[src/bmc_pkg.sv]
// Package for the buffer manager control register block
package bmc_pkg;
  // Register offsets on the multiplexed processor bus
  localparam logic [7:0] OFS_HOST_CTL = 8'h52;
  localparam logic [7:0] OFS_XFER_CTL = 8'h53;
  localparam logic [7:0] OFS_BUF_SIZE = 8'h54;
  localparam logic [7:0] OFS_ADDR_MODE = 8'h55;
  localparam logic [7:0] OFS_RESET_CTL = 8'h59;
  localparam logic [7:0] OFS_RD_PTR_LO = 8'h5A;
  localparam logic [7:0] OFS_RD_PTR_HI = 8'h5B;
  localparam logic [7:0] OFS_WR_PTR_LO = 8'h5C;
  localparam logic [7:0] OFS_WR_PTR_HI = 8'h5D;
  localparam logic [7:0] OFS_STOP_LO = 8'h5E;
  localparam logic [7:0] OFS_STOP_HI = 8'h5F;
  // Host interface control bit positions
  localparam int HC_ARB = 0;
  localparam int HC_IN_EN = 2;
  localparam int HC_OUT_EN = 3;
  localparam int HC_SEL_IN = 4;
  localparam int HC_BSY_IN = 5;
  localparam int HC_SEL_OUT = 6;
  localparam int HC_BSY_OUT = 7;
  // Transfer control bit positions
  localparam int XC_ACK = 1;
  localparam int XC_H2B = 2;
  localparam int XC_B2H = 3;
  localparam int XC_DIR = 4;
  localparam int XC_DONE = 5;
  localparam int XC_INIT = 6;
  localparam int XC_TGT = 7;
  // Reset values and pointer width
  localparam logic [7:0] CTL_RESET = 8'h00;
  localparam logic [15:0] PTR_RESET = 16'h0000;
  localparam int PTR_W = 16;
  localparam int FIFO_DEPTH = 32;
  // Processor bus request
  typedef struct packed {
    logic wr;
    logic rd;
    logic [7:0] addr;
    logic [7:0] wdata;
  } bmc_req_s;
  // Host handshake state
  typedef enum logic [2:0] {
    HS_IDLE = 3'b001,
    HS_REQ = 3'b010,
    HS_ACKW = 3'b100
  } bmc_hs_e;
endpackage

[src/bmc_top.sv]
// Buffer manager control registers, host DMA handshake and disk byte FIFO
`timescale 1ns/1ps
// How it works
// - Bit0 write enables arbitration, read gives status
// - Inbound bit drives host inbound enable
// - Outbound bit drives host outbound enable
// - Select and busy inputs read live
// - Busy out bit drives busy pin
// - Transfer bit1 reads the ACK pin
// - Host-to-buffer start needs direction cleared
// - Buffer-to-host start needs direction set
// - Direction picks byte strobe data direction
// - Done set when stop equals active pointer
// - Bits 6,7 drive active-low enable outputs
// - Extended mode drives upper address lines
// - Reset bit holds registers; pin sets it
// - Reset register write clears all pointers
// - Pointers 16 bits as low/high bytes
// - Write pointer steps per disk byte in
// - Read pointer steps per host handshake with direction set
// - Unused bits read undefined, here zero
// - Compare masked by buffer size
// - Stop pointer write clears done, resumes
module bmc_top #(
  parameter int DATA_W = 8,
  parameter int DEPTH = bmc_pkg::FIFO_DEPTH
) (
  // Clock and reset
  input wire logic ref_clk,
  input wire logic rst_n,
  // Processor register port
  input wire bmc_pkg::bmc_req_s cpu_req,
  output logic [7:0] cpu_rdata,
  // SCSI status and control pins
  input wire logic scsi_sel_in,
  input wire logic scsi_bsy_in,
  input wire logic scsi_ack_in,
  input wire logic arb_status,
  output logic arb_enable,
  output logic scsi_sel_out,
  output logic scsi_bsy_out,
  output logic host_inbound_enable,
  output logic host_outbound_enable,
  output logic initiator_enable_out_n,
  output logic target_enable_out_n,
  output logic host_req,
  // Buffer addressing
  output logic [3:0] upper_direct_address_lines,
  output logic upper_addr_en,
  output logic [15:0] buf_addr,
  // Disk byte stream
  input wire logic disk_byte_strobe,
  input wire logic [DATA_W-1:0] disk_in_data,
  output logic disk_in_ready,
  output logic [DATA_W-1:0] disk_out_data,
  output logic disk_out_valid,
  // Buffer side of the disk FIFO
  output logic [DATA_W-1:0] buf_wdata,
  output logic buf_wvalid,
  input wire logic buf_wready
);
  logic [7:0] host_ctl_reg, host_ctl_next;
  logic [7:0] xfer_ctl_reg, xfer_ctl_next;
  logic [7:0] buf_size_reg, buf_size_next;
  logic [7:0] addr_mode_reg, addr_mode_next;
  logic reset_bit_reg, reset_bit_next;
  logic [15:0] rd_ptr_reg, rd_ptr_next;
  logic [15:0] wr_ptr_reg, wr_ptr_next;
  logic [15:0] stop_reg, stop_next;
  logic [7:0] rdata_reg, rdata_next;
  bmc_pkg::bmc_hs_e hs_reg, hs_next;
  logic [15:0] mask, active_ptr;
  logic done, dma_on, disk_in_take, host_step, hold, wr_hit;

  // Buffer size widens the compare window in powers of two above one page
  assign mask = {buf_size_reg, 8'hFF};
  assign active_ptr = xfer_ctl_reg[bmc_pkg::XC_DIR] ? rd_ptr_reg : wr_ptr_reg;
  assign done = ((stop_reg ^ active_ptr) & mask) == 16'h0000;
  // host-to-buffer runs only with direction clear
  // buffer-to-host runs only with direction set
  assign dma_on = !done && (xfer_ctl_reg[bmc_pkg::XC_DIR]
                  ? xfer_ctl_reg[bmc_pkg::XC_B2H] : xfer_ctl_reg[bmc_pkg::XC_H2B]);
  assign hold = !rst_n || reset_bit_reg;
  assign wr_hit = cpu_req.wr && !hold;
  // Inbound disk bytes accepted on the strobe when direction is set
  // strobe direction from the direction bit
  assign disk_in_take = disk_byte_strobe && xfer_ctl_reg[bmc_pkg::XC_DIR] && disk_in_ready;
  // Host handshake ends when the host releases its acknowledge
  assign host_step = (hs_reg == bmc_pkg::HS_ACKW) && !scsi_ack_in;

  // Host request and acknowledge sequencer
  always_comb
  begin
    hs_next = hs_reg;
    case (hs_reg)
      bmc_pkg::HS_IDLE:
        if (dma_on)
          hs_next = bmc_pkg::HS_REQ;
      bmc_pkg::HS_REQ:
        if (scsi_ack_in)
          hs_next = bmc_pkg::HS_ACKW;
      bmc_pkg::HS_ACKW:
        if (!scsi_ack_in)
          hs_next = bmc_pkg::HS_IDLE;
      default: hs_next = bmc_pkg::HS_IDLE;
    endcase
  end

  // Register writes and pointer motion
  always_comb
  begin
    host_ctl_next = host_ctl_reg;
    xfer_ctl_next = xfer_ctl_reg;
    buf_size_next = buf_size_reg;
    addr_mode_next = addr_mode_reg;
    reset_bit_next = reset_bit_reg;
    rd_ptr_next = rd_ptr_reg;
    wr_ptr_next = wr_ptr_reg;
    stop_next = stop_reg;
    if (disk_in_take)
      wr_ptr_next = wr_ptr_reg + 16'h0001;
    // Host-to-buffer bytes also land at the write pointer
    if (host_step && !xfer_ctl_reg[bmc_pkg::XC_DIR])
      wr_ptr_next = wr_ptr_reg + 16'h0001;
    if (host_step && xfer_ctl_reg[bmc_pkg::XC_DIR])
      rd_ptr_next = rd_ptr_reg + 16'h0001;
    if (cpu_req.wr)
    begin
      if (cpu_req.addr == bmc_pkg::OFS_RESET_CTL)
      begin
        reset_bit_next = cpu_req.wdata[0];
        rd_ptr_next = bmc_pkg::PTR_RESET;
        wr_ptr_next = bmc_pkg::PTR_RESET;
        stop_next = bmc_pkg::PTR_RESET;
      end
      else if (!hold)
      begin
        if (cpu_req.addr == bmc_pkg::OFS_HOST_CTL)
          host_ctl_next = cpu_req.wdata;
        else if (cpu_req.addr == bmc_pkg::OFS_XFER_CTL)
          xfer_ctl_next = cpu_req.wdata;
        else if (cpu_req.addr == bmc_pkg::OFS_BUF_SIZE)
          buf_size_next = cpu_req.wdata;
        else if (cpu_req.addr == bmc_pkg::OFS_ADDR_MODE)
          addr_mode_next = cpu_req.wdata;
        else if (cpu_req.addr == bmc_pkg::OFS_RD_PTR_LO)
          rd_ptr_next[7:0] = cpu_req.wdata;
        else if (cpu_req.addr == bmc_pkg::OFS_RD_PTR_HI)
          rd_ptr_next[15:8] = cpu_req.wdata;
        else if (cpu_req.addr == bmc_pkg::OFS_WR_PTR_LO)
          wr_ptr_next[7:0] = cpu_req.wdata;
        else if (cpu_req.addr == bmc_pkg::OFS_WR_PTR_HI)
          wr_ptr_next[15:8] = cpu_req.wdata;
        // new stop value reopens the transfer
        else if (cpu_req.addr == bmc_pkg::OFS_STOP_LO)
          stop_next[7:0] = cpu_req.wdata;
        else if (cpu_req.addr == bmc_pkg::OFS_STOP_HI)
          stop_next[15:8] = cpu_req.wdata;
      end
    end
    // reset pin sets the hold bit
    if (!rst_n)
      reset_bit_next = 1'b1;
    if (hold)
    begin
      host_ctl_next = bmc_pkg::CTL_RESET;
      xfer_ctl_next = bmc_pkg::CTL_RESET;
      buf_size_next = bmc_pkg::CTL_RESET;
      addr_mode_next = bmc_pkg::CTL_RESET;
      rd_ptr_next = bmc_pkg::PTR_RESET;
      wr_ptr_next = bmc_pkg::PTR_RESET;
      stop_next = bmc_pkg::PTR_RESET;
    end
  end

  // Read data mux; status bits are sampled live
  always_comb
  begin
    rdata_next = rdata_reg;
    if (cpu_req.rd)
    begin
      rdata_next = 8'h00;
      if (cpu_req.addr == bmc_pkg::OFS_HOST_CTL)
      begin
        rdata_next = {host_ctl_reg[7:6], scsi_bsy_in, scsi_sel_in,
                      host_ctl_reg[3:2], 1'b0, arb_status};
      end
      else if (cpu_req.addr == bmc_pkg::OFS_XFER_CTL)
      begin
        rdata_next = {xfer_ctl_reg[7:6], done, xfer_ctl_reg[4:2], scsi_ack_in, 1'b0};
      end
      else if (cpu_req.addr == bmc_pkg::OFS_BUF_SIZE)
        rdata_next = buf_size_reg;
      else if (cpu_req.addr == bmc_pkg::OFS_ADDR_MODE)
        rdata_next = {7'h00, addr_mode_reg[0]};
      else if (cpu_req.addr == bmc_pkg::OFS_RD_PTR_LO)
        rdata_next = rd_ptr_reg[7:0];
      else if (cpu_req.addr == bmc_pkg::OFS_RD_PTR_HI)
        rdata_next = rd_ptr_reg[15:8];
      else if (cpu_req.addr == bmc_pkg::OFS_WR_PTR_LO)
        rdata_next = wr_ptr_reg[7:0];
      else if (cpu_req.addr == bmc_pkg::OFS_WR_PTR_HI)
        rdata_next = wr_ptr_reg[15:8];
      else if (cpu_req.addr == bmc_pkg::OFS_STOP_LO)
        rdata_next = stop_reg[7:0];
      else if (cpu_req.addr == bmc_pkg::OFS_STOP_HI)
        rdata_next = stop_reg[15:8];
    end
  end

  // State registers; the hold bit itself is set by the pin
  always_ff @(posedge ref_clk)
  begin
    host_ctl_reg <= host_ctl_next;
    xfer_ctl_reg <= xfer_ctl_next;
    buf_size_reg <= buf_size_next;
    addr_mode_reg <= addr_mode_next;
    reset_bit_reg <= reset_bit_next;
    rd_ptr_reg <= rd_ptr_next;
    wr_ptr_reg <= wr_ptr_next;
    stop_reg <= stop_next;
    rdata_reg <= hold ? bmc_pkg::CTL_RESET : rdata_next;
    hs_reg <= hold ? bmc_pkg::HS_IDLE : hs_next;
  end

  // Pin drives from control bits
  assign cpu_rdata = rdata_reg;
  assign arb_enable = host_ctl_reg[bmc_pkg::HC_ARB];
  assign host_inbound_enable = host_ctl_reg[bmc_pkg::HC_IN_EN];
  assign host_outbound_enable = host_ctl_reg[bmc_pkg::HC_OUT_EN];
  assign scsi_sel_out = host_ctl_reg[bmc_pkg::HC_SEL_OUT];
  assign scsi_bsy_out = host_ctl_reg[bmc_pkg::HC_BSY_OUT];
  assign initiator_enable_out_n = !xfer_ctl_reg[bmc_pkg::XC_INIT];
  assign target_enable_out_n = !xfer_ctl_reg[bmc_pkg::XC_TGT];
  assign host_req = (hs_reg == bmc_pkg::HS_REQ);
  // upper lines only in extended mode
  assign upper_addr_en = addr_mode_reg[0];
  assign upper_direct_address_lines = addr_mode_reg[0] ? active_ptr[13:10] : 4'h0;
  assign buf_addr = active_ptr;
  // Outbound disk bytes follow the strobe with direction clear; data comes from the FIFO output
  assign disk_out_valid = disk_byte_strobe && !xfer_ctl_reg[bmc_pkg::XC_DIR];
  assign disk_out_data = buf_wdata;

  // Disk bytes queue here so a slow buffer port stalls the disk side
  bmc_fifo #(.WIDTH(DATA_W), .DEPTH(DEPTH)) u_fifo (
    .clk(ref_clk),
    .clr(hold),
    .in_valid(disk_byte_strobe && xfer_ctl_reg[bmc_pkg::XC_DIR]),
    .in_ready(disk_in_ready),
    .in_data(disk_in_data),
    .out_valid(buf_wvalid),
    .out_ready(buf_wready),
    .out_data(buf_wdata)
  );
  // Checks on register behaviour
  property p_done_cmp;
    @(posedge ref_clk) disable iff (hold)
    cpu_req.rd && cpu_req.addr == bmc_pkg::OFS_XFER_CTL
      |=> cpu_rdata[bmc_pkg::XC_DONE] == $past(done);
  endproperty
  a_done_cmp: assert property (p_done_cmp) else $error("done bit wrong");
  property p_rst_clr;
    @(posedge ref_clk) disable iff (!rst_n)
    cpu_req.wr && cpu_req.addr == bmc_pkg::OFS_RESET_CTL
      |=> rd_ptr_reg == 16'h0000 && wr_ptr_reg == 16'h0000 && stop_reg == 16'h0000;
  endproperty
  a_rst_clr: assert property (p_rst_clr) else $error("pointers not cleared");
  property p_rd_step;
    @(posedge ref_clk) disable iff (hold || cpu_req.wr)
    host_step && xfer_ctl_reg[bmc_pkg::XC_DIR] |=> rd_ptr_reg == $past(rd_ptr_reg) + 16'h0001;
  endproperty
  a_rd_step: assert property (p_rd_step) else $error("read pointer not stepped");
  property p_wr_step;
    @(posedge ref_clk) disable iff (hold || cpu_req.wr)
    disk_in_take |=> wr_ptr_reg == $past(wr_ptr_reg) + 16'h0001;
  endproperty
  a_wr_step: assert property (p_wr_step) else $error("write pointer not stepped");
  property p_hold;
    @(posedge ref_clk) !rst_n |=> reset_bit_reg ##1 host_ctl_reg == 8'h00;
  endproperty
  a_hold: assert property (p_hold) else $error("hold not taken");
  property p_sel_live;
    @(posedge ref_clk) disable iff (hold)
    cpu_req.rd && cpu_req.addr == bmc_pkg::OFS_HOST_CTL
      |=> cpu_rdata[bmc_pkg::HC_SEL_IN] == $past(scsi_sel_in);
  endproperty
  a_sel_live: assert property (p_sel_live) else $error("select not live");
  property p_bsy;
    @(posedge ref_clk) disable iff (hold)
    wr_hit && cpu_req.addr == bmc_pkg::OFS_HOST_CTL |=> scsi_bsy_out == $past(cpu_req.wdata[7]);
  endproperty
  a_bsy: assert property (p_bsy) else $error("busy pin wrong");
  property p_init;
    @(posedge ref_clk) disable iff (hold)
    wr_hit && cpu_req.addr == bmc_pkg::OFS_XFER_CTL
      |=> initiator_enable_out_n == !$past(cpu_req.wdata[6]);
  endproperty
  a_init: assert property (p_init) else $error("initiator enable wrong");
endmodule

module bmc_fifo #(
  parameter int WIDTH = 8,
  parameter int DEPTH = 32
) (
  // Clock and clear
  input wire logic clk,
  input wire logic clr,
  // Fill side
  input wire logic in_valid,
  output logic in_ready,
  input wire logic [WIDTH-1:0] in_data,
  // Drain side
  output logic out_valid,
  input wire logic out_ready,
  output logic [WIDTH-1:0] out_data
);
  localparam int AW = $clog2(DEPTH);
  logic [WIDTH-1:0] mem [DEPTH];
  logic [AW:0] wp_reg, wp_next, rp_reg, rp_next;

  // Full when pointers differ only in the wrap bit
  assign in_ready = (wp_reg ^ rp_reg) != {1'b1, {AW{1'b0}}};
  assign out_valid = wp_reg != rp_reg;
  assign out_data = mem[rp_reg[AW-1:0]];

  // Pointer next values
  always_comb
  begin
    wp_next = wp_reg + (AW+1)'(in_valid && in_ready);
    rp_next = rp_reg + (AW+1)'(out_valid && out_ready);
    if (clr)
    begin
      wp_next = '0;
      rp_next = '0;
    end
  end

  // Storage and pointers
  always_ff @(posedge clk)
  begin
    if (in_valid && in_ready)
      mem[wp_reg[AW-1:0]] <= in_data;
    wp_reg <= wp_next;
    rp_reg <= rp_next;
  end
endmodule

[config.mk]
export PLATFORM = sky130hd
export DESIGN_NAME = bmc_top
export DESIGN_NICKNAME = d
export VERILOG_FILES = /design/src/bmc_pkg.sv /design/src/bmc_top.sv
export SDC_FILE = /design/constraint.sdc
export NUM_CORES = 1
export LEC_CHECK = 0
export BUFFER_PORTS_ARGS = -buffer_cell sky130_fd_sc_hd__buf_2
export CAP_MARGIN = 20
export CORE_AREA = 2 2 152 228
export CTS_CLUSTER_DIAMETER = 150
export DETAILED_ROUTE_END_ITERATION = 8
export DIE_AREA = 0 0 154 230
export SYNTH_ARGS = -nofsm -noshare
export SYNTH_HDL_FRONTEND = slang
export SYNTH_SLANG_ARGS = --single-unit
export TNS_END_PERCENT = 30
[constraint.sdc]
create_clock -name ref_clk -period 5.8 [get_ports ref_clk]
set_clock_uncertainty 0.05 [all_clocks]
set_input_delay 0 -clock ref_clk [delete_from_list [all_inputs] [get_ports ref_clk]]
set_output_delay 0 -clock ref_clk [all_outputs]
set_load 0.05 [all_outputs]
Yosys cells after proc, flatten, opt, wreduce, memory -nomap -nowiden
Memories as Yosys holds them, arrays and structs flattened. A register that Yosys moved wholly into a read port is not among the register bits.
Cells that the tools add are included.
W data, S select, Z words.
{"block": "op_classes", "addsub": 4, "eq_ne": 28, "reduce_logical": 26, "muxes": 55, "n_bitwise": 7}
{"op": "$mux W16", "count": 27}
{"op": "$mux W8", "count": 19}
{"op": "$eq A8 B7 Y1 const B", "count": 11}
{"op": "$add A16 B1 Y16 const B", "count": 2}
{"op": "$ne A2 B2 Y1 const B", "count": 12}
{"op": "$and A16 B16 Y16", "count": 1}
{"op": "$logic_not A16 Y1", "count": 1}
{"op": "$xor A16 B16 Y16", "count": 1}
{"op": "$add A6 B1 Y6", "count": 2}
{"op": "$reduce_and A11 Y1", "count": 1}
{"op": "$reduce_and A10 Y1", "count": 1}
{"op": "$mux W3", "count": 3}
{"op": "$pmux W3 S3", "count": 1}
{"op": "$logic_and A1 B1 Y1", "count": 8}
{"op": "$logic_not A1 Y1", "count": 6}
{"op": "$ne A6 B6 Y1", "count": 1}
{"op": "$ne A6 B6 Y1 const B", "count": 1}
{"op": "$reduce_and A3 Y1", "count": 2}
{"op": "$reduce_and A6 Y1", "count": 1}
{"op": "$xor A6 B6 Y6", "count": 1}
{"op": "$mux W5", "count": 1}
{"op": "$reduce_and A5 Y1", "count": 1}
{"op": "$mux W4", "count": 1}
{"op": "$not A1 Y1", "count": 4}
{"op": "8 further kinds", "count": 11}
{"block": "word_totals", "register_bits": 97, "memories": 1, "word_cells": 134, "in_bits": 34, "ram_bits": 256}
{"memory": "u_fifo.mem", "words": 32, "word_bits": 8, "rd": 1, "rd_clocked_by_memory_dff": 1, "write_ports": 1, "line_no": "bmc_top.sv:318", "text": "logic [WIDTH-1:0] mem [DEPTH];"}

Depth between registers and ports, before layout
{"block": "logic_depth", "ltp_word": 15, "ltp_mapped": 10, "ltp_nobuf": 10}

Modules after synthesis
Synthesis repeated with hierarchy kept, for this count alone.
{"block": "hier_totals", "cells_unflattened": 1174, "hier_area_um2": 15854.0}
{"mod": "bmc_fifo", "area_each_um2": 10771.6, "n_inst": 1, "cells_each": 560}
{"mod": "bmc_top", "area_each_um2": 5082.4, "n_inst": 1, "cells_each": 614}

Worst setup path after synthesis
Ideal clock, no wire load.
{"block": "synth_path", "kind": "register to register", "from": "reg u_fifo.wp_reg[0]", "to": "reg u_fifo.wp_reg[4]", "synth_period_minus_slack_ps": 2701, "path_stages_with_launch": 11, "arrival_time_ps": 2523, "setup_slack_ps": 3099, "setup_time_ps": 128, "n_path_buf": 1, "required_ps": 5622, "cell_sequence": "dfxtp_1 xnor2_1 nand3_1 or4_1 and3_1 buf_2 ha_1 ha_1 nand3_1 xor2_1 nor2_1"}
{"block": "synth_via", "elab_chain_cells": 4}
{"element": "start, declared", "line_no": "bmc_top.sv:319", "text": "logic [AW:0] wp_reg, wp_next, rp_reg, rp_next;"}
{"element": "start signal, assigned", "line_no": "bmc_top.sv:343", "text": "wp_reg <= wp_next;"}
{"element": "$xor A6 B6 Y6", "line_no": "bmc_top.sv:322", "text": "assign in_ready = (wp_reg ^ rp_reg) != {1'b1, {AW{1'b0}}};"}
{"element": "$ne A6 B6 Y1", "line_no": "bmc_top.sv:322"}
{"element": "net disk_in_ready", "line_no": "bmc_top.sv:54", "text": "output logic disk_in_ready,"}
{"element": "$logic_and A1 B1 Y1", "line_no": "bmc_top.sv:329", "text": "wp_next = wp_reg + (AW+1)'(in_valid && in_ready);"}
{"element": "$add A6 B1 Y6", "line_no": "bmc_top.sv:329"}
The timed path passes the listed nets, and every way through them passes these cells.
A chain may end at the register's enable or synchronous reset.

==> run_results.csv <==
group,metric,value,unit
drt,detail_route.drc_violations,0,
status,status,"finished clean",
drt,route.antenna.remaining_nets,0,
drt,dr_total_vias,8968,
global_route,grt_overflow_total,0,
worst_setup_path,critPathLaunchType,"flip-flop",
layout,final.fill_count,2751,
synthesis,ys.warnings.count,0,
synthesis,synth_sequential_area_ratio,62.7,%
clocking,numCtsBuffers,35,
sta,setup_tns,0,ns
global_route,grt_start_max_net_pins,67,
synthesis,post_synth_instance_area,15200,um2
placed_design,place.detailed.hpwl,26300,um
synthesis,synthArstFlopShare,0,%
die,die-area,35400,um2
worst_setup_path,timing.rr.end,"u_fifo.mem[4][7]$_DFFE_PP_",
worst_setup_path,critPathMaxStageDelay,0.80,ns
worst_setup_path,rr_startpoint,"u_fifo.rp_reg[3]$_SDFF_PP0_",
sta,worst_slack,2.07,ns
clocking,clk-insertion-delay-late,0.53,ns
global_route,wire_length_of_the_first_global_routing_pass,58000,um
layout,largest_reg_flops,256,
worst_hold_path,hold_path_depth,1,
worst_hold_path,min_delay_worst_endpoint,"u_fifo.mem[29][3]$_DFFE_PP_",
clocking,ctsLongestPathBuffers,3,
drt,drt-pass1-iter-count,5,
worst_setup_path,crit_chain,"buf_4 -> mux4_2 -> mux4_2 -> mux2_2 -> buf_2",
synthesis,edff_count_synth,256,
clocking,cts_tree,"done",
drt,drt_wl_total,38500,um
drt,drtIter0Drc,692,
worst_setup_path,setup.reg_to_reg.worst_slack,2.37,ns
sta,grt_setup_unrepaired,"false",
worst_setup_path,worst_path_max_delay_cell,"sky130_fd_sc_hd__dfxtp_4",
sta,timing.final.crit_period,3.73,ns
placed_design,io_buffer_count,89,
drt,detail_route.wl_per_cell,24.9,um
power_and_ir_drop,power_leakage,5.70,nW
synthesis,netlist_instances,1011,
clocking,cts-root-buf,"sky130_fd_sc_hd__clkbuf_16",
power_and_ir_drop,ir_worst_vdd,0.241,mV
worst_setup_path,critPathKind,"reg2out",
placed_design,finalWeightedCongestion,0.883,
layout,area_growth_syn_to_layout,13.7,%
placed_design,placement.setup.worst_slack,2.33,ns
worst_setup_path,r2r_cells,6,
worst_setup_path,path_delay_family,"multiplexers",
synthesis,postSynthNetCount,1051,
clocking,cts_post_setup_buffers_inserted,0,
power_and_ir_drop,power_per_cell_area,293,nW/um2
sta,worst_margin_slew,0.982,ns
worst_setup_path,critical_path.max_fanout,35,
sta,fin_worst_hold_slack,0.0120,ns
layout,nNetsFinal,1140,
die,core,33300,um2
die,boundaryPins,90,
layout,antenna-diode-count,0,
worst_setup_path,critical_path_required,5.75,ns
synthesis,postSynthRegisterBits,347,
die,fp-row-count,82,
clocking,numClockSinks,347,
synthesis,synthFlopType,"sky130_fd_sc_hd__edfxtp_1",
sta,slew_violations,0,
layout,post_route_cells_drive_above_1_share,24.4,%
global_route,globalRouteTotalUtil,22.0,%
sta,final_min_period_over_clock_period,64.4,%
job,cap_viol_max_count,0,
worst_setup_path,worst-endpoint-arrival,3.68,ns
synthesis,average_cell_area_after_synthesis,15.0,um2
worst_setup_path,worst-path-buf-inv,2,
sta,report.final.hold_viol_count,0,
global_route,number_of_antenna_violations_at_the_first_check_in_global_routing,0,
worst_setup_path,timing.critical_path.mode_cell,"sky130_fd_sc_hd__mux4_2",
sta,max-slew-margin-rel,34.0,%
sta,maxClockFrequency,268,MHz
die,initial_core_util,45.5,%
drt,route.detailed.vias_per_inst,5.80,
worst_hold_path,worst_hold_path_type,"in2reg",
sta,finalSetupViolCount,0,
clocking,cts.reportedPaths.clkPinSlew,0.07,ns
synthesis,synth.lib_cells_used.distinct,59,
global_route,grt_pass1_vias,9309,
worst_hold_path,holdCritStartpoint,"disk_in_data[3]",
die,die_w,154,um
worst_setup_path,crit_path_end_kind,"output port",
die,die_y,230,um
clocking,htree_levels,2,
==> timing repair <==
action                    CTS  global route
hold buffers               20             0
hold endpoints to repair   69             0
gates resized for setup     0             0
==> area by class of cell <==
cell class | instances | area [um2] | share of cell area, %
flip-flops and latches | 347 | 9510 | 55.2
multi-input cells | 589 | 5280 | 30.7
clock buffers | 43 | 957 | 5.56
repair buffers | 115 | 691 | 4.01
well taps | 420 | 526 | 3.05
clock inverters | 20 | 214 | 1.24
inverters | 12 | 45.0 | 0.261
==> metrics by stage <==
stage / util, % / cell area (um2) / std cells / power (mW)
after global placement: 47.6 / 15900 / 1463 / 2.81
after floorplan: - / 15200 / 1011 / 2.74
after CTS: 51.7 / 17200 / 1546 / 5.11
final: 51.7 / 17200 / 1546 / 5.05
after global routing: 51.7 / 17200 / 1546 / 5.20
after detailed placement: 47.6 / 15900 / 1463 / 2.81
==> logic make-up (layout without fill, tap and decap cells) <==
family	count (synthesis)	in the layout	synth area share, %
simple gates	274	274	9.09
fa+ha+maj	6	6	0.495
flops	347	347	62.7
xor+xnor	63	63	3.64
compound gates	92	92	3.94
mux	154	154	17.6
buf+inv	75	190	2.48
==> synthesized netlist by cell type, drive strengths merged (12+ instances only) <==
library cell / count / area [um2]
and2: 15 / 93.8
mux2i: 42 / 420
inv: 12 / 45.0
xor2: 23 / 201
mux2: 24 / 270
xnor2: 40 / 350
a22oi: 16 / 120
dfxtp: 91 / 1820
a21oi: 14 / 70.1
buf: 34 / 223
nand2: 48 / 180
o21ai: 34 / 174
mux4: 88 / 1980
nor3: 12 / 65.1
nand3: 20 / 100
clkbuf: 29 / 109
edfxtp: 256 / 7690
nor2b: 18 / 113
nor2: 101 / 382
==> how the worst max path moves through the flow <==
stage,to,startpoint,slack (ns),depth (start not counted)
floorplan,u_fifo.wp_reg[4]$_SDFF_PP0_,u_fifo.wp_reg[0]$_SDFF_PP0_,3.10,10
global placement,u_fifo.mem[4][0]$_DFFE_PP_,u_fifo.rp_reg[3]$_SDFF_PP0_,2.47,6
detailed placement,u_fifo.mem[4][6]$_DFFE_PP_,u_fifo.rp_reg[3]$_SDFF_PP0_,2.33,6
CTS,buf_wdata[7],u_fifo.rp_reg[0]$_SDFF_PP0_,1.97,5
global route,buf_wdata[7],u_fifo.rp_reg[0]$_SDFF_PP0_,1.84,5
finish,buf_wdata[7],u_fifo.rp_reg[0]$_SDFF_PP0_,2.07,5
==> cells in the final DEF, fill, tap and decap left out, drive strengths merged, types with 2 or more instances in the layout <==
| cell type | instances |
|---|---|
| nand3 | 20 |
| mux2 | 24 |
| nor3b | 3 |
| o22ai | 4 |
| nand3b | 8 |
| nor2 | 101 |
| mux2i | 42 |
| dlygate4sd3 | 20 |
| inv | 13 |
| or3b | 4 |
| nor4b | 2 |
| bufinv | 4 |
| ha | 6 |
| a22o | 6 |
| or4 | 4 |
| clkinvlp | 2 |
| a21oi | 14 |
| buf | 95 |
| nand2 | 48 |
| and2 | 15 |
| nor2b | 18 |
| o21ai | 34 |
| clkbuf | 43 |
| and4 | 3 |
| nand2b | 5 |
| nor3 | 12 |
| dfxtp | 91 |
| clkinv | 13 |
| o221ai | 4 |
| a41oi | 2 |
| nand4 | 8 |
| a22oi | 16 |
| and3 | 11 |
| xnor2 | 40 |
| xor2 | 23 |
| edfxtp | 256 |
| nor4 | 9 |
| a41o | 2 |
| mux4 | 88 |
==> layer usage <==
layer	wire (um)	up-vias	part of all wire, %	track usage [%]
met5	0	-	0	0
met4	1840	0	4.8	10.2
met3	1810	87	4.7	3.09
met2	20300	317	53	39.5
met1	14600	4500	38	26.2
li1	-	4064	-	-
==> where the power goes <==
| group | internal [mW] | switching (mW) |
|---|---|---|
| Clock | 1.36 | 0.936 |
| Combinational | 0.0277 | 0.0750 |
| Sequential | 2.66 | 0.0000136 |
| Total | 4.04 | 1.01 |
(Power assumes the default switching activity.)
